$ cat config.mk
export PLATFORM = sky130hd
export DESIGN_NAME = cei_top
export DESIGN_NICKNAME = d
export VERILOG_FILES = /design/src/core/cei_pkg.sv /design/src/core/cei_edge_if.sv /design/src/core/cei_edge.sv /design/src/core/cei_top.sv
export VERILOG_INCLUDE_DIRS = /design/src /design/src/core
export SDC_FILE = /design/constraint.sdc
export NUM_CORES = 1
export LEC_CHECK = 0
export BUFFER_PORTS_ARGS = -buffer_cell sky130_fd_sc_hd__buf_4
export CAP_MARGIN = 20
export CORE_ASPECT_RATIO = 1.25
export CORE_MARGIN = 1.5
export CORE_UTILIZATION = 30
export CTS_CLUSTER_SIZE = 8
export DETAILED_ROUTE_END_ITERATION = 16
export GPL_TIMING_DRIVEN = 0
export PLACE_DENSITY = 0.56
export SETUP_SLACK_MARGIN = 0.02
export SLEW_MARGIN = 20
export SYNTH_ARGS = -nofsm -noshare
export SYNTH_HDL_FRONTEND = slang
export SYNTH_SLANG_ARGS = --single-unit
$ cat constraint.sdc
create_clock -name clk -period 2.5 [get_ports clk]
set_clock_uncertainty 0.15 [all_clocks]
set_input_delay 0.25 -clock clk [delete_from_list [all_inputs] [get_ports clk]]
set_output_delay 0.25 -clock clk [all_outputs]
set_load 0.005 [all_outputs]
$ cat src/core/cei_map.svh
/*
  Offsets, field positions, reset values and route bit positions of the
  comparator edge interrupt and input select block.
  Assumes inclusion by the design and bench files by bare name.
*/
`ifndef CEI_MAP_SVH
`define CEI_MAP_SVH

`define CEI_ADDR_CTRL1     4'h0
`define CEI_ADDR_CFG       4'h1
`define CEI_ADDR_STATUS    4'h2
`define CEI_ADDR_MASK      4'h3

`define CEI_CTRL1_RISE     7
`define CEI_CTRL1_FALL     6
`define CEI_CTRL1_PSEL_HI  5
`define CEI_CTRL1_PSEL_LO  4
`define CEI_CTRL1_UNUSED   3
`define CEI_CTRL1_NSEL_HI  2
`define CEI_CTRL1_NSEL_LO  0
`define CEI_CTRL1_RST      8'h00
`define CEI_CTRL1_WMASK    8'hF7

`define CEI_CFG_POL        0
`define CEI_STAT_FLAG      0
`define CEI_STAT_RESULT    1
`define CEI_MASK_FLAG      0

`define CEI_POS_PIN        0
`define CEI_POS_DAC        1
`define CEI_POS_FREF       2
`define CEI_POS_GND        3

`define CEI_NEG_PIN0       0
`define CEI_NEG_PIN1       1
`define CEI_NEG_FREF       2
`define CEI_NEG_GND        3

`endif

$ cat src/core/cei_pkg.sv
/*
  Types shared by the comparator edge interrupt and input select block.
  Assumes nothing beyond the map header.
*/
package cei_pkg;

  typedef logic [3:0] cei_addr_t;
  typedef logic [7:0] cei_data_t;
  typedef logic [3:0] cei_pos_route_t;
  typedef logic [3:0] cei_neg_route_t;

  typedef enum logic [2:0] {
    CEI_NSEL_PIN0 = 3'h0,
    CEI_NSEL_PIN1 = 3'h1,
    CEI_NSEL_FREF = 3'h6,
    CEI_NSEL_GND  = 3'h7
  } cei_nsel_t;

  typedef struct packed {
    cei_data_t      ctrl1;
    logic           pol;
    logic           flag;
    logic           mask;
    cei_data_t      rdData;
    logic           irq;
    cei_pos_route_t posRoute;
    cei_neg_route_t negRoute;
    logic           result;
  } cei_state_t;

  typedef struct packed {
    logic prev;
    logic hit;
  } cei_edge_state_t;

endpackage

$ cat src/core/cei_edge_if.sv
/*
  Carrier between the register bank and the edge detector.
  Assumes both ends run on the same clock.
*/
`timescale 1ns/1ps

interface cei_edge_if;
  logic result;
  logic riseEn;
  logic fallEn;
  logic hit;

  modport src (output result, output riseEn, output fallEn, input hit);
  modport det (input result, input riseEn, input fallEn, output hit);
endinterface

$ cat src/core/cei_edge.sv
/*
  Edge detector on the comparator result bit; pulses hit for one cycle
  on an enabled edge.
  Assumes a synchronous, already released active-low reset.
*/
`timescale 1ns/1ps

module cei_edge
  import cei_pkg::*;
(
  input wire logic clk,
  input wire logic rstSync_n,
  cei_edge_if.det  ei
);

  cei_edge_state_t s_r;
  cei_edge_state_t s_nxt;

  always_comb
  begin
    s_nxt      = s_r;
    s_nxt.prev = ei.result;
    s_nxt.hit  = (ei.riseEn & ei.result & ~s_r.prev)   // [RULE_01]
               | (ei.fallEn & ~ei.result & s_r.prev);  // [RULE_02]
  end

  always_ff @(posedge clk or negedge rstSync_n)
  begin
    if (!rstSync_n)
      s_r <= '0;
    else
      s_r <= s_nxt;
  end

  assign ei.hit = s_r.hit;

  edge_cause_a: assert property ( // [RULE_01] [RULE_02]
    @(posedge clk) disable iff (!rstSync_n)
    s_r.hit |-> ($past(ei.riseEn) && $past(ei.result) && !$past(s_r.prev))
             || ($past(ei.fallEn) && !$past(ei.result) && $past(s_r.prev)))
    else $error("edge hit without enabled edge");

endmodule

$ cat src/core/cei_top.sv
/*
  Second comparator control register: edge interrupt enables and input
  selects, with the comparator result bit, a sticky interrupt flag and mask.
  Assumes cmpAbove is synchronous to clk and the bus master never
  raises both strobes at once.
*/
// Overview of operation
// RULE_01 - Rising result edge sets flag when enabled
// RULE_02 - Falling result edge sets flag when enabled
// RULE_03 - Bits 5-4 route positive comparator input
// RULE_04 - Bits 2-0 route negative input; some reserved
// RULE_05 - Reset clears all; bit3 zero; code 001 pin1 (route outputs reset to one-hot 4'h1, not zero)
// RULE_06 - Result bit follows compare, optionally inverted
`timescale 1ns/1ps

`include "cei_map.svh"

module cei_top
  import cei_pkg::*;
(
  input  wire logic                    clk,
  input  wire logic                    rst_n,
  input  wire cei_pkg::cei_addr_t      addr,
  input  wire cei_pkg::cei_data_t      wdata,
  input  wire logic                    wrStb,
  input  wire logic                    rdStb,
  input  wire logic                    cmpAbove,
  output      cei_pkg::cei_data_t      rdData,
  output      logic                    irq,
  output      cei_pkg::cei_pos_route_t posRoute,
  output      cei_pkg::cei_neg_route_t negRoute,
  output      logic                    resultOut
);

  logic [1:0] rstPipe_r;
  logic       rstSync_n;
  cei_state_t s_r;
  cei_state_t s_nxt;
  logic       wrCtrl1;
  logic       rdStatus;

  cei_edge_if ei ();

  // Reset release synchroniser
  always_ff @(posedge clk or negedge rst_n)
  begin
    if (!rst_n)
      rstPipe_r <= 2'h0;
    else
      rstPipe_r <= {rstPipe_r[0], 1'b1};
  end

  assign rstSync_n = rstPipe_r[1];

  assign wrCtrl1  = wrStb && (addr == `CEI_ADDR_CTRL1);
  assign rdStatus = rdStb && (addr == `CEI_ADDR_STATUS);

  assign ei.result = s_r.result;
  assign ei.riseEn = s_r.ctrl1[`CEI_CTRL1_RISE];
  assign ei.fallEn = s_r.ctrl1[`CEI_CTRL1_FALL];

  cei_edge u_edge (
    .clk       (clk),
    .rstSync_n (rstSync_n),
    .ei        (ei)
  );

  always_comb
  begin
    s_nxt = s_r;

    if (wrStb)
    begin
      unique case (addr)
        `CEI_ADDR_CTRL1: s_nxt.ctrl1 = wdata & `CEI_CTRL1_WMASK;  // [RULE_05]
        `CEI_ADDR_CFG:   s_nxt.pol   = wdata[`CEI_CFG_POL];
        `CEI_ADDR_MASK:  s_nxt.mask  = wdata[`CEI_MASK_FLAG];
        default:         s_nxt.pol   = s_r.pol;
      endcase
    end

    // Result bit, inverted when polarity set
    s_nxt.result = cmpAbove ^ s_r.pol;  // [RULE_06]

    // Read clears the flag; a same-cycle edge wins
    if (rdStatus)
      s_nxt.flag = 1'b0;
    if (ei.hit)
      s_nxt.flag = 1'b1;  // [RULE_01] [RULE_02]

    s_nxt.rdData = 8'h00;
    if (rdStb)
    begin
      unique case (addr)
        `CEI_ADDR_CTRL1:  s_nxt.rdData = s_r.ctrl1;
        `CEI_ADDR_CFG:    s_nxt.rdData[`CEI_CFG_POL] = s_r.pol;
        `CEI_ADDR_STATUS:
        begin
          s_nxt.rdData[`CEI_STAT_FLAG]   = s_r.flag;
          s_nxt.rdData[`CEI_STAT_RESULT] = s_r.result;
        end
        `CEI_ADDR_MASK:   s_nxt.rdData[`CEI_MASK_FLAG] = s_r.mask;
        default:          s_nxt.rdData = 8'h00;
      endcase
    end

    // Positive input route, one-hot
    s_nxt.posRoute = 4'h0;
    unique case (s_nxt.ctrl1[`CEI_CTRL1_PSEL_HI:`CEI_CTRL1_PSEL_LO])  // [RULE_03]
      2'h0: s_nxt.posRoute[`CEI_POS_PIN] = 1'b1;
      2'h1: s_nxt.posRoute[`CEI_POS_DAC] = 1'b1;
      2'h2: s_nxt.posRoute[`CEI_POS_FREF] = 1'b1;
      2'h3: s_nxt.posRoute[`CEI_POS_GND] = 1'b1;
    endcase

    // Negative input route; reserved codes leave it unconnected
    s_nxt.negRoute = 4'h0;
    unique case (s_nxt.ctrl1[`CEI_CTRL1_NSEL_HI:`CEI_CTRL1_NSEL_LO])  // [RULE_04]
      CEI_NSEL_PIN0: s_nxt.negRoute[`CEI_NEG_PIN0] = 1'b1;
      CEI_NSEL_PIN1: s_nxt.negRoute[`CEI_NEG_PIN1] = 1'b1;  // [RULE_05]
      CEI_NSEL_FREF: s_nxt.negRoute[`CEI_NEG_FREF] = 1'b1;
      CEI_NSEL_GND:  s_nxt.negRoute[`CEI_NEG_GND]  = 1'b1;
      default:       s_nxt.negRoute = 4'h0;
    endcase

    s_nxt.irq = s_nxt.flag & s_nxt.mask;
  end

  always_ff @(posedge clk or negedge rstSync_n)
  begin
    if (!rstSync_n)
    begin
      s_r       <= '0;  // [RULE_05]
      s_r.ctrl1 <= `CEI_CTRL1_RST;
      s_r.posRoute <= 4'h1;
      s_r.negRoute <= 4'h1;
    end
    else
      s_r <= s_nxt;
  end

  assign rdData    = s_r.rdData;
  assign irq       = s_r.irq;
  assign posRoute  = s_r.posRoute;
  assign negRoute  = s_r.negRoute;
  assign resultOut = s_r.result;

  rise_sets_flag_a: assert property ( // [RULE_01]
    @(posedge clk) disable iff (!rstSync_n)
    $rose(s_r.result) && s_r.ctrl1[`CEI_CTRL1_RISE] && !wrCtrl1 |-> ##2 s_r.flag)
    else $error("rising edge did not set flag");

  fall_sets_flag_a: assert property ( // [RULE_02]
    @(posedge clk) disable iff (!rstSync_n)
    $fell(s_r.result) && s_r.ctrl1[`CEI_CTRL1_FALL] && !wrCtrl1 |-> ##2 s_r.flag)
    else $error("falling edge did not set flag");

  rise_blocked_a: assert property ( // [RULE_01]
    @(posedge clk) disable iff (!rstSync_n)
    $rose(s_r.result) && !s_r.ctrl1[`CEI_CTRL1_RISE] && !wrCtrl1 |=> !ei.hit)
    else $error("disabled rising edge produced a hit");

  pos_route_a: assert property ( // [RULE_03]
    @(posedge clk) disable iff (!rstSync_n)
    wrCtrl1 |=> s_r.posRoute == (4'h1 << $past(wdata[`CEI_CTRL1_PSEL_HI:`CEI_CTRL1_PSEL_LO])))
    else $error("positive route does not match select");

  neg_route_a: assert property ( // [RULE_04]
    @(posedge clk) disable iff (!rstSync_n)
    wrCtrl1 && wdata[`CEI_CTRL1_NSEL_HI:`CEI_CTRL1_NSEL_LO] == 3'h7
      |=> s_r.negRoute == 4'h8)
    else $error("ground select did not route negative input");

  bit3_zero_a: assert property ( // [RULE_05]
    @(posedge clk) disable iff (!rstSync_n)
    rdStb && addr == `CEI_ADDR_CTRL1 |=> !rdData[`CEI_CTRL1_UNUSED])
    else $error("unimplemented bit read as one");

  polarity_a: assert property ( // [RULE_06]
    @(posedge clk) disable iff (!rstSync_n)
    !(wrStb && addr == `CEI_ADDR_CFG) |=> resultOut == ($past(cmpAbove) ^ s_r.pol))
    else $error("result bit ignores polarity");

  read_clear_a: assert property ( // [RULE_01]
    @(posedge clk) disable iff (!rstSync_n)
    rdStatus && !ei.hit |=> !s_r.flag && !irq)
    else $error("status read did not clear flag");

  fall_blocked_a: assert property ( // [RULE_02]
    @(posedge clk) disable iff (!rstSync_n)
    $fell(s_r.result) && !s_r.ctrl1[`CEI_CTRL1_FALL] && !wrCtrl1 |=> !ei.hit)
    else $error("disabled falling edge produced a hit");

  set_wins_a: assert property ( // [RULE_01] [RULE_02]
    @(posedge clk) disable iff (!rstSync_n)
    rdStatus && ei.hit |=> s_r.flag && (irq == s_r.mask))
    else $error("edge lost against status read");

  flag_hold_a: assert property ( // [RULE_01] [RULE_02]
    @(posedge clk) disable iff (!rstSync_n)
    s_r.flag && !rdStatus |=> s_r.flag)
    else $error("flag dropped without status read");

  rd_idle_a: assert property ( // [RULE_05]
    @(posedge clk) disable iff (!rstSync_n)
    !rdStb |=> rdData == 8'h00)
    else $error("read data outside read cycle");

  ctrl1_store_a: assert property ( // [RULE_05]
    @(posedge clk) disable iff (!rstSync_n)
    wrCtrl1 |=> !s_r.ctrl1[`CEI_CTRL1_UNUSED]
      && s_r.ctrl1[`CEI_CTRL1_RISE:`CEI_CTRL1_PSEL_LO]
         == $past(wdata[`CEI_CTRL1_RISE:`CEI_CTRL1_PSEL_LO])
      && s_r.ctrl1[`CEI_CTRL1_NSEL_HI:`CEI_CTRL1_NSEL_LO]
         == $past(wdata[`CEI_CTRL1_NSEL_HI:`CEI_CTRL1_NSEL_LO]))
    else $error("control write stored wrong bits");

  neg_reserved_a: assert property ( // [RULE_04]
    @(posedge clk) disable iff (!rstSync_n)
    wrCtrl1 && wdata[`CEI_CTRL1_NSEL_HI:`CEI_CTRL1_NSEL_LO] inside {[3'h2:3'h5]}
      |=> s_r.negRoute == 4'h0)
    else $error("reserved select routed negative input");

  neg_pin1_a: assert property ( // [RULE_05]
    @(posedge clk) disable iff (!rstSync_n)
    wrCtrl1 && wdata[`CEI_CTRL1_NSEL_HI:`CEI_CTRL1_NSEL_LO] == 3'h1
      |=> s_r.negRoute == 4'h2)
    else $error("second pin select did not route negative input");

endmodule

==> Yosys cells after proc, flatten, opt, wreduce, memory -nomap -nowiden <==
Index checks and enable logic that the tools add are counted.
{ "classes": {"n_eq_ne": 9, "muxes": 19, "bitwise_logic": 9, "n_reduce_logical": 6} }
{ "ops": {"columns": ["operator", "count"], "rows": [
  ["1-bit two-way mux", 13],
  ["6-bit two-way mux", 2],
  ["4-bit by 2-bit equality test with 1-bit output (second input constant)", 2],
  ["8-bit two-way mux", 1],
  ["7-bit two-way mux", 1],
  ["3-bit equality test (second input constant)", 2],
  ["1-bit AND", 5],
  ["2-bit equality test (second input constant)", 2],
  ["4-bit by 1-bit equality test with 1-bit output (second input constant)", 1],
  ["4-bit zero test", 1],
  ["1-bit one-hot mux with 4 select lines", 1],
  ["2-bit AND reduction", 2],
  ["3-bit by 1-bit equality test with 1-bit output (second input constant)", 1],
  ["3-bit zero test", 1],
  ["2-bit by 1-bit equality test with 1-bit output (second input constant)", 1],
  ["2-bit zero test", 1],
  ["1-bit inverter", 2],
  ["1-bit one-hot mux with 2 select lines", 1],
  ["1-bit logical AND", 1],
  ["1-bit bitwise OR", 1],
  ["1-bit XOR", 1]
]} }
{ "word_totals": {"register_bits": 32, "output_inout_bits": 18, "word_cells": 56} }

==> Depth between registers and ports, before layout <==
Gate-level depths: netlist of the first run.
{ "logic_depth": {"ltp_word": 5, "mapped_depth": 4} }

==> Hierarchy <==
A second synthesis of the first run with hierarchy kept.
{ "unflattened": {"cells_unflattened": 112, "area_unflattened_um2": 1371.3} }
{ "by_module_without_submodules": {"columns": ["module", "instances", "cells_each", "area_each_um2"], "rows": [
  ["cei_top", 1, 107, 1301.2],
  ["cei_edge", 1, 5, 70.1]
]} }

==> Least setup slack after synthesis of the first run <==
No wires, ideal clock.
{ "synth_timing": {"kind": "input port to flip-flop", "from": "input port addr[1]", "to": "register s_r[21] (netlist bit)", "arrival_time_ns": 1.106, "required_time_ns": 2.225, "setup_slack_ns": 1.119, "cell_stages": 4, "path_buffers": 1, "cell_sequence": "nor3_2 -> nand3b_2 -> buf_2 -> mux2_2"} }
{ "synth_rtl": {"columns": ["element", "line", "source"], "rows": [
  ["from (decl)", "cei_top.sv:23", "input wire cei_pkg::cei_addr_t addr,"],
  ["to (signal assigned)", "cei_top.sv:139", "s_r <= s_nxt;"],
  ["to (decl)", "cei_top.sv:37", "cei_state_t s_r;"]
]} }

==> impl_metrics.tcl, run 1 <==
set metrics [dict create \
    grt_busiest_layer "met2" \
    rsz0062_at_grt "no" \
    filler_cell_count 446 \
    yosysWarnings 0 \
    cp_max_fo 10 \
    cp-end-kind "register" \
    clock-sinks 31 \
    drc 0 \
    ir_worst_vdd_mv 0.405 \
    fmax_ghz 0.713 \
    fin_crit_sh_pct 56.1 \
    drive_gt1_share_pct 46.1 \
    first_global_vias 898 \
    fin_util_pct 40.7 \
    critical_path_required_ps 2500 \
    setup-violations-final 0 \
    tightest_slew_ps 834 \
    cp_top_family "simple AND/OR/NAND/NOR gates" \
    hold_viol_final 0 \
    ant_nets 0 \
    cp_slowest_cell "mux2_2" \
    clk_latency_ps 270 \
    syn_to_final_growth_pct 30.6 \
    first_iter_violations 8 \
    outcome "finished, final reports clean" \
    post_cts_buffers 0 \
    startpoint_type "primary input" \
    gp_routability_congestion 0.715 \
    synth_area_per_cell_um2 12.2 \
    path_class "primary input to register" \
    num-nets-final 170 \
    grt_overflow_total 0 \
    initial_utilization_pct 31.1 \
    path_cells "buf_4 -> nor3_2 -> nand3b_2 -> buf_2 -> mux2_2" \
    antenna_found_initial 0 \
    wire_per_inst_um 10.8 \
    hold_path_class "primary input to register" \
    slew_violations 0 \
    die_x_um 63.4 \
    clockRootBuffer "clkbuf_8" \
    ctsHtreeMaxLevel 2 \
    syn_nets 129 \
    powerDensity_mw_per_mm2 704 \
    fin_hold_ws_ps 15.4 \
    cts_resized 0 \
    grtUsageMet2_pct 18.1 \
    cts_hold_buf 1 \
    crit_buf_inv 2 \
    viasPerCell 4.14 \
    portBuffers 32 \
    seq_area_frac_synth_pct 56.9 \
    dp_slack_ps 769 \
    vias 877 \
    min_period_ps 1400 \
    cts_inserted_buffers 5 \
    dp_hpwl_mm 1.81 \
    met3_usage_pct 3.72 \
    cts_tree "built" \
    ys_seq_elements 31 \
    relSlewSlack_pct 43.9 \
    wl_mm 2.29 \
    first_pass_iters 4 \
    regArea_um2 778 \
    num_io_pins 35 \
    leakage_nw 0.923 \
    die_area_mm2 0.00498 \
    grt_util_met1_pct 11.3 \
    synthCells 112 \
    maxCapViolCount 0 \
    grt_pass1_wl_mm 4.00 \
    crit_arrival_ps 1400 \
    ys_types 26 \
    cts_max_path_buffers 2 \
    fin_ws_ps 1100 \
    critPathMaxStageDelay_ps 300 \
    clk_pin_slew_ps 60 \
    multi_input_area_um2 457 \
    antenna_cells 0 \
    p_total_w 0.00126 \
    core-area_mm2 0.00439 \
    grt_max_degree 19 \
    grt_use_total_pct 10.4 \
    placementRows 27 \
    syn-cell-area_mm2 0.00137 \
    fin_tns_setup_ps 0 \
    die_h_um 78.5 \
]
[cells in the mapped netlist (all sizes together)]
library cell   n  area (um^2)
o21ai          3         15.0
mux2i          6         60.1
mux4           1         26.3
mux2          10          113
buf           17          125
dfrtp         29          726
conb           2         7.51
nor3           3         20.0
a22o           1         8.76
nand2          7         26.3
nand3          4         20.0
nand3b         3         26.3
and3           1         6.26
xor2           1         8.76
nand2b         5         31.3
nor4           1         6.26
and2           5         31.3
nor2           5         18.8
or3b           1         11.3
dfstp          2         52.6
inv            2         7.51
a22oi          1         7.51
or3            2         12.5
[sequential cells by signal (all words and copies together) (netlist names)]
| signal | flops |
|---|---|
| rdData | 7 |
| resultOut | 1 |
| ei.riseEn | 1 |
| u_edge.s_r | 1 |
| irq | 1 |
| ei.fallEn | 1 |
| u_edge.ei.hit | 1 |
| rstPipe_r | 2 |
| s_r | 8 |
| negRoute | 4 |
| posRoute | 4 |
[cell type report]
cell class / instances / area share [%]
Clock inverter: 1 / 0.280
Sequential cell: 31 / 43.6
Inverter: 2 / 0.420
Timing Repair Buffer: 34 / 14.8
Tap cell: 58 / 4.06
Clock buffer: 7 / 4.27
Buffer: 17 / 7.00
Multi-Input combinational cell: 62 / 25.6
[power breakdown]
part / total [W] / internal, W / switching [W] / leakage, nW
Combinational: 0.000253 / 0.000166 / 0.0000869 / 0.489
Clock: 0.000351 / 0.000195 / 0.000157 / 0.0422
Sequential: 0.000655 / 0.000594 / 0.0000604 / 0.392
Total: 0.00126 / 0.000955 / 0.000304 / 0.923
[kinds of logic (layout without fill, tap and decap cells)]
| family | count (synthesis) | in the layout | share of synthesized area [%] |
|---|---|---|---|
| AND/OR/NAND/NOR | 37 | 37 | 15.4 |
| multiplexers | 17 | 17 | 14.5 |
| AO/OA/AOI/OAI | 5 | 5 | 2.29 |
| flip-flops | 31 | 31 | 56.9 |
| XOR/XNOR | 1 | 1 | 0.641 |
| other | 2 | 2 | 0.549 |
| buffers and inverters | 19 | 61 | 9.70 |
[final timing paths]
check,startpoint,endpoint,slack (ps),cells after the start
max reg2reg,s_r[21],rdData[0],1120,2
max in group asynchronous,rstPipe_r[1],negRoute[0],1590,1
min reg2reg,rstPipe_r[1],s_r[26],50,0
min,cmpAbove,resultOut,20,2
max,addr[1],s_r[21],1100,5
min in group asynchronous,rstPipe_r[1],s_r[26],50,0
[placed cells by master (no fill, tap or decap), drive strengths merged]
cell         synthesis  routed
or3b                 1       1
o21ai                3       3
or3                  2       2
nor3                 3       3
clkinv               0       1
inv                  2       2
dfrtp               29      29
and2                 5       5
clkbuf               0       7
a22o                 1       1
a22oi                1       1
mux4                 1       1
mux2                10      10
nor2                 5       5
nand2b               5       5
dfstp                2       2
nand3b               3       3
mux2i                6       6
xor2                 1       1
nand2                7       7
and3                 1       1
conb                 2       2
nand3                4       4
nor4                 1       1
dlygate4sd3          0       1
buf                 17      50
[layer usage]
layer / vias to the layer above / wire (um)
li1: 441 / -
met1: 420 / 978
met2: 14 / 1200
met3: 2 / 89
met4: 0 / 25
met5: - / 0
[through the flow]
step	instance area, um^2	instances
after global routing	1790	212
after CTS	1790	212
final	1790	212
after detailed placement	1700	203
after floorplan	1370	112
after global placement	1680	202
No activity file was read; power rests on OpenSTA's default activity.
==> run 2: changes to the inputs <==
--- a/config.mk
+++ b/config.mk
@@ -6,6 +6,7 @@
 export SDC_FILE = /design/constraint.sdc
 export NUM_CORES = 1
 export LEC_CHECK = 0
+export ABC_AREA = 1
 export BUFFER_PORTS_ARGS = -buffer_cell sky130_fd_sc_hd__buf_4
 export CAP_MARGIN = 20
 export CORE_ASPECT_RATIO = 1.25
==> constraint.sdc (replaced) <==
create_clock -name clk -period 1.4 [get_ports clk]
set_clock_uncertainty 0.15 [all_clocks]
set_input_delay 0.14 -clock clk [delete_from_list [all_inputs] [get_ports clk]]
set_output_delay 0.14 -clock clk [all_outputs]
set_load 0.005 [all_outputs]
==> run 2 against run 1 <==
Register-to-register slack got worse by 690 ps; die area up 0.78%; via count is 14% higher; setup slack got worse by 960 ps; sequential share of layout area is 2.2 points lower; area after synthesis is 0.82% higher; combinational power increased by 77%; critical path depth is 3 lower; power grew 95%.
==> impl_metrics.tcl, run 2 <==
set metrics [dict create \
    stdcell_area_mm2 0.00188 \
    cts_tree "built" \
    dp.cells 235 \
    antenna_cells 0 \
    gp_routability_congestion 0.764 \
    switching_share_pct 24.2 \
    p_total_w 0.00246 \
    filler_cell_count 454 \
    wire_per_inst_um 9.25 \
    clock-sinks 31 \
    critPathMaxStageDelay_ps 510 \
    placed_area_mm2 0.00169 \
    core-area_mm2 0.00443 \
    min_period_ps 1260 \
    first_pass_iters 4 \
    holdPathEnd "s_r[23]" \
    num_io_pins 35 \
    synthTopCellsByCount "29 x dfrtp_1, 24 x nand2_1, 19 x inv_1" \
    setup-violations-final 0 \
    met3_usage_pct 4.39 \
    multi_input_area_um2 388 \
    first_iter_violations 24 \
    grt_max_degree 30 \
    grt_busiest_layer "met2" \
    yosysTopAreaCell "dfrtp_1" \
    reg2regPathDepth 4 \
    vias 1004 \
    grt_util_met1_pct 12.5 \
    seqPwrFrac_pct 45.5 \
    synthCells 146 \
    cpMostUsedCell "buf_4" \
    initial_utilization_pct 31.2 \
    clkPwrFrac_pct 36.2 \
    cts_hold_buf 8 \
    critical_path_required_ps 1110 \
    final_common_cell "buf_4" \
    portBuffers 31 \
    ant_nets 0 \
    fin_tns_setup_ps 0 \
    ys_types 20 \
    cp_max_fo 1 \
    first_global_vias 1009 \
    cts_max_path_buffers 2 \
    timing.rr.end "rdData[0]" \
    syn_nets 163 \
    hold_path_class "primary input to register" \
    syn_to_final_growth_pct 36.6 \
    path_class "register to output pin" \
    synth_area_per_cell_um2 9.44 \
    largest_reg_flops 8 \
    cts_resized 0 \
    grt_overflow_total 0 \
    clk_latency_ps 280 \
    startpoint_type "register" \
    hold_viol_final 0 \
    reg2reg_from "s_r[20]" \
    cp_slowest_cell "dfstp_2" \
    antenna_found_initial 0 \
    power_frac_comb_pct 18.3 \
    clockRootBuffer "clkbuf_8" \
    rsz0062_at_grt "no" \
    synth.area.top_cells "dfrtp_1 53%, buf_4 8.7%, nand2_1 6.5%, inv_1 5.2%, nor2_1 4.4%" \
    seq_area_frac_synth_pct 56.4 \
    powerDensity_mw_per_mm2 1310 \
    die_x_um 63.6 \
    drc 0 \
    post_cts_buffers 0 \
    outcome "finished, final reports clean" \
    ys_seq_elements 31 \
    regMostFlops "s_r" \
    cp-end-kind "output pin" \
    grt_use_total_pct 11.2 \
    relSlewSlack_pct 60.5 \
    yosysMostFrequentCell "dfrtp_1" \
    drive_gt1_share_pct 38.3 \
    fmax_ghz 0.791 \
    syn-cell-area_mm2 0.00138 \
    dp_hpwl_mm 1.70 \
    crit_arrival_ps 970 \
    num-nets-final 209 \
    ir_worst_vdd_mv 0.593 \
    path_cells "buf_4 -> buf_4" \
    synth_top_area_share_pct 52.6 \
    fin_crit_sh_pct 90.3 \
    final_cells 251 \
    p_int_w 0.00187 \
    maxCapViolCount 0 \
    synth_edf_count 0 \
    crit_buf_inv 2 \
    ctsHtreeMaxLevel 2 \
    grt_pass1_wl_mm 4.24 \
    die_h_um 78.8 \
    yosysWarnings 0 \
    die_area_mm2 0.00501 \
    final_cell_mix "47 x buf_4, 28 x dfrtp_1, 24 x nand2_1, 19 x inv_1, 16 x nor2_1" \
    hold_start "addr[2]" \
    r2r_slack_ps 430 \
    slew_violations 0 \
    tightest_slew_ps 592 \
    regArea_um2 779 \
    yosys_most_used_dff "dfrtp_1" \
    cp_top_family "flip-flops" \
    grtUsageMet2_pct 18.7 \
    cts_inserted_buffers 5 \
    placementRows 27 \
    wl_mm 2.32 \
    synth-async-reset-ratio_pct 100 \
    clk_pin_slew_ps 60 \
    holdPathStages 4 \
    viasPerCell 4.00 \
    power_switching_w 0.000594 \
    leakage_nw 1.01 \
]
-- run 2: cell count changes after synthesis, moves of 3 or more --
cell / delta
nor2_1: +11
and2_1: -5
nor2_2: +3
nand2_1: +17
inv_1: +17
nand2_2: +6
mux2i_1: -6
nand4_1: +9
mux2_2: -10
nand2b_1: -5
-- run 2: power groups by stage --
stage	clock (W)	sequential, W	combinational [W]
2_1_floorplan	0	0.00112	0.000269
3_3_place_gp	0	0.00114	0.000436
3_5_place_dp	0	0.00114	0.000439
4_1_cts	0.000920	0.00112	0.000458
5_1_grt	0.000965	0.00114	0.000511
6_report	0.000892	0.00112	0.000449
-- run 2: worst max-delay path by stage --
stage / start / to / slack, ps / depth (start not counted)
6_report: negRoute[0] / negRoute[0] / 140 / 2
5_1_grt: negRoute[0] / negRoute[0] / 90 / 2
4_1_cts: negRoute[0] / negRoute[0] / 120 / 2
3_5_place_dp: addr[3] / irq / 90 / 6
3_3_place_gp: rstPipe_r[1] / rdData[6] / -20 / 0
2_1_floorplan: rstPipe_r[1] / ei.fallEn / 330 / 0
-- run 2: cells by family after synthesis --
group | count (synthesis) | share of synthesized area [%]
compound gates | 9 | 3.54
xor+xnor | 1 | 0.635
buf+inv | 38 | 15.4
flops | 31 | 56.4
other cells | 2 | 0.545
simple gates | 65 | 23.4
-- run 2: metrics by stage --
step           utilization (%)  hold WS (ps)  setup WS [ps]
5_1_grt                   42.6          10.0           92.6
6_report                  42.6          11.4            136
4_1_cts                   42.6          3.41            116
2_1_floorplan                -          -306            328
3_5_place_dp              38.1          -226           86.6
3_3_place_gp              38.1          -227          -22.7
-- run 2: final cells by class --
cell class	instances	share of cell area (%)
repair buffers	39	16.6
inverters	19	3.79
multi-input cells	77	20.6
plain buffers	19	7.51
clock inverters	2	1.86
well taps	58	3.85
flip-flops and latches	31	41.4
clock buffers	6	4.39
-- run 2: worst reg2reg max path, cell delays in order (launching register included) --
cell     delay (ps)
dfrtp_1         410
nand4_1         100
nand2_1          50
nor2_1          100
nor2_1           40
-- run 2: per-layer routing --
layer  wire [um]  vias to the layer above  part of all wire, %
met2        1150                       29                   49
li1            -                      525                    -
met5           0                        -                    0
met3         151                        5                  6.5
met1         990                      445                   43
met4          31                        0                  1.3
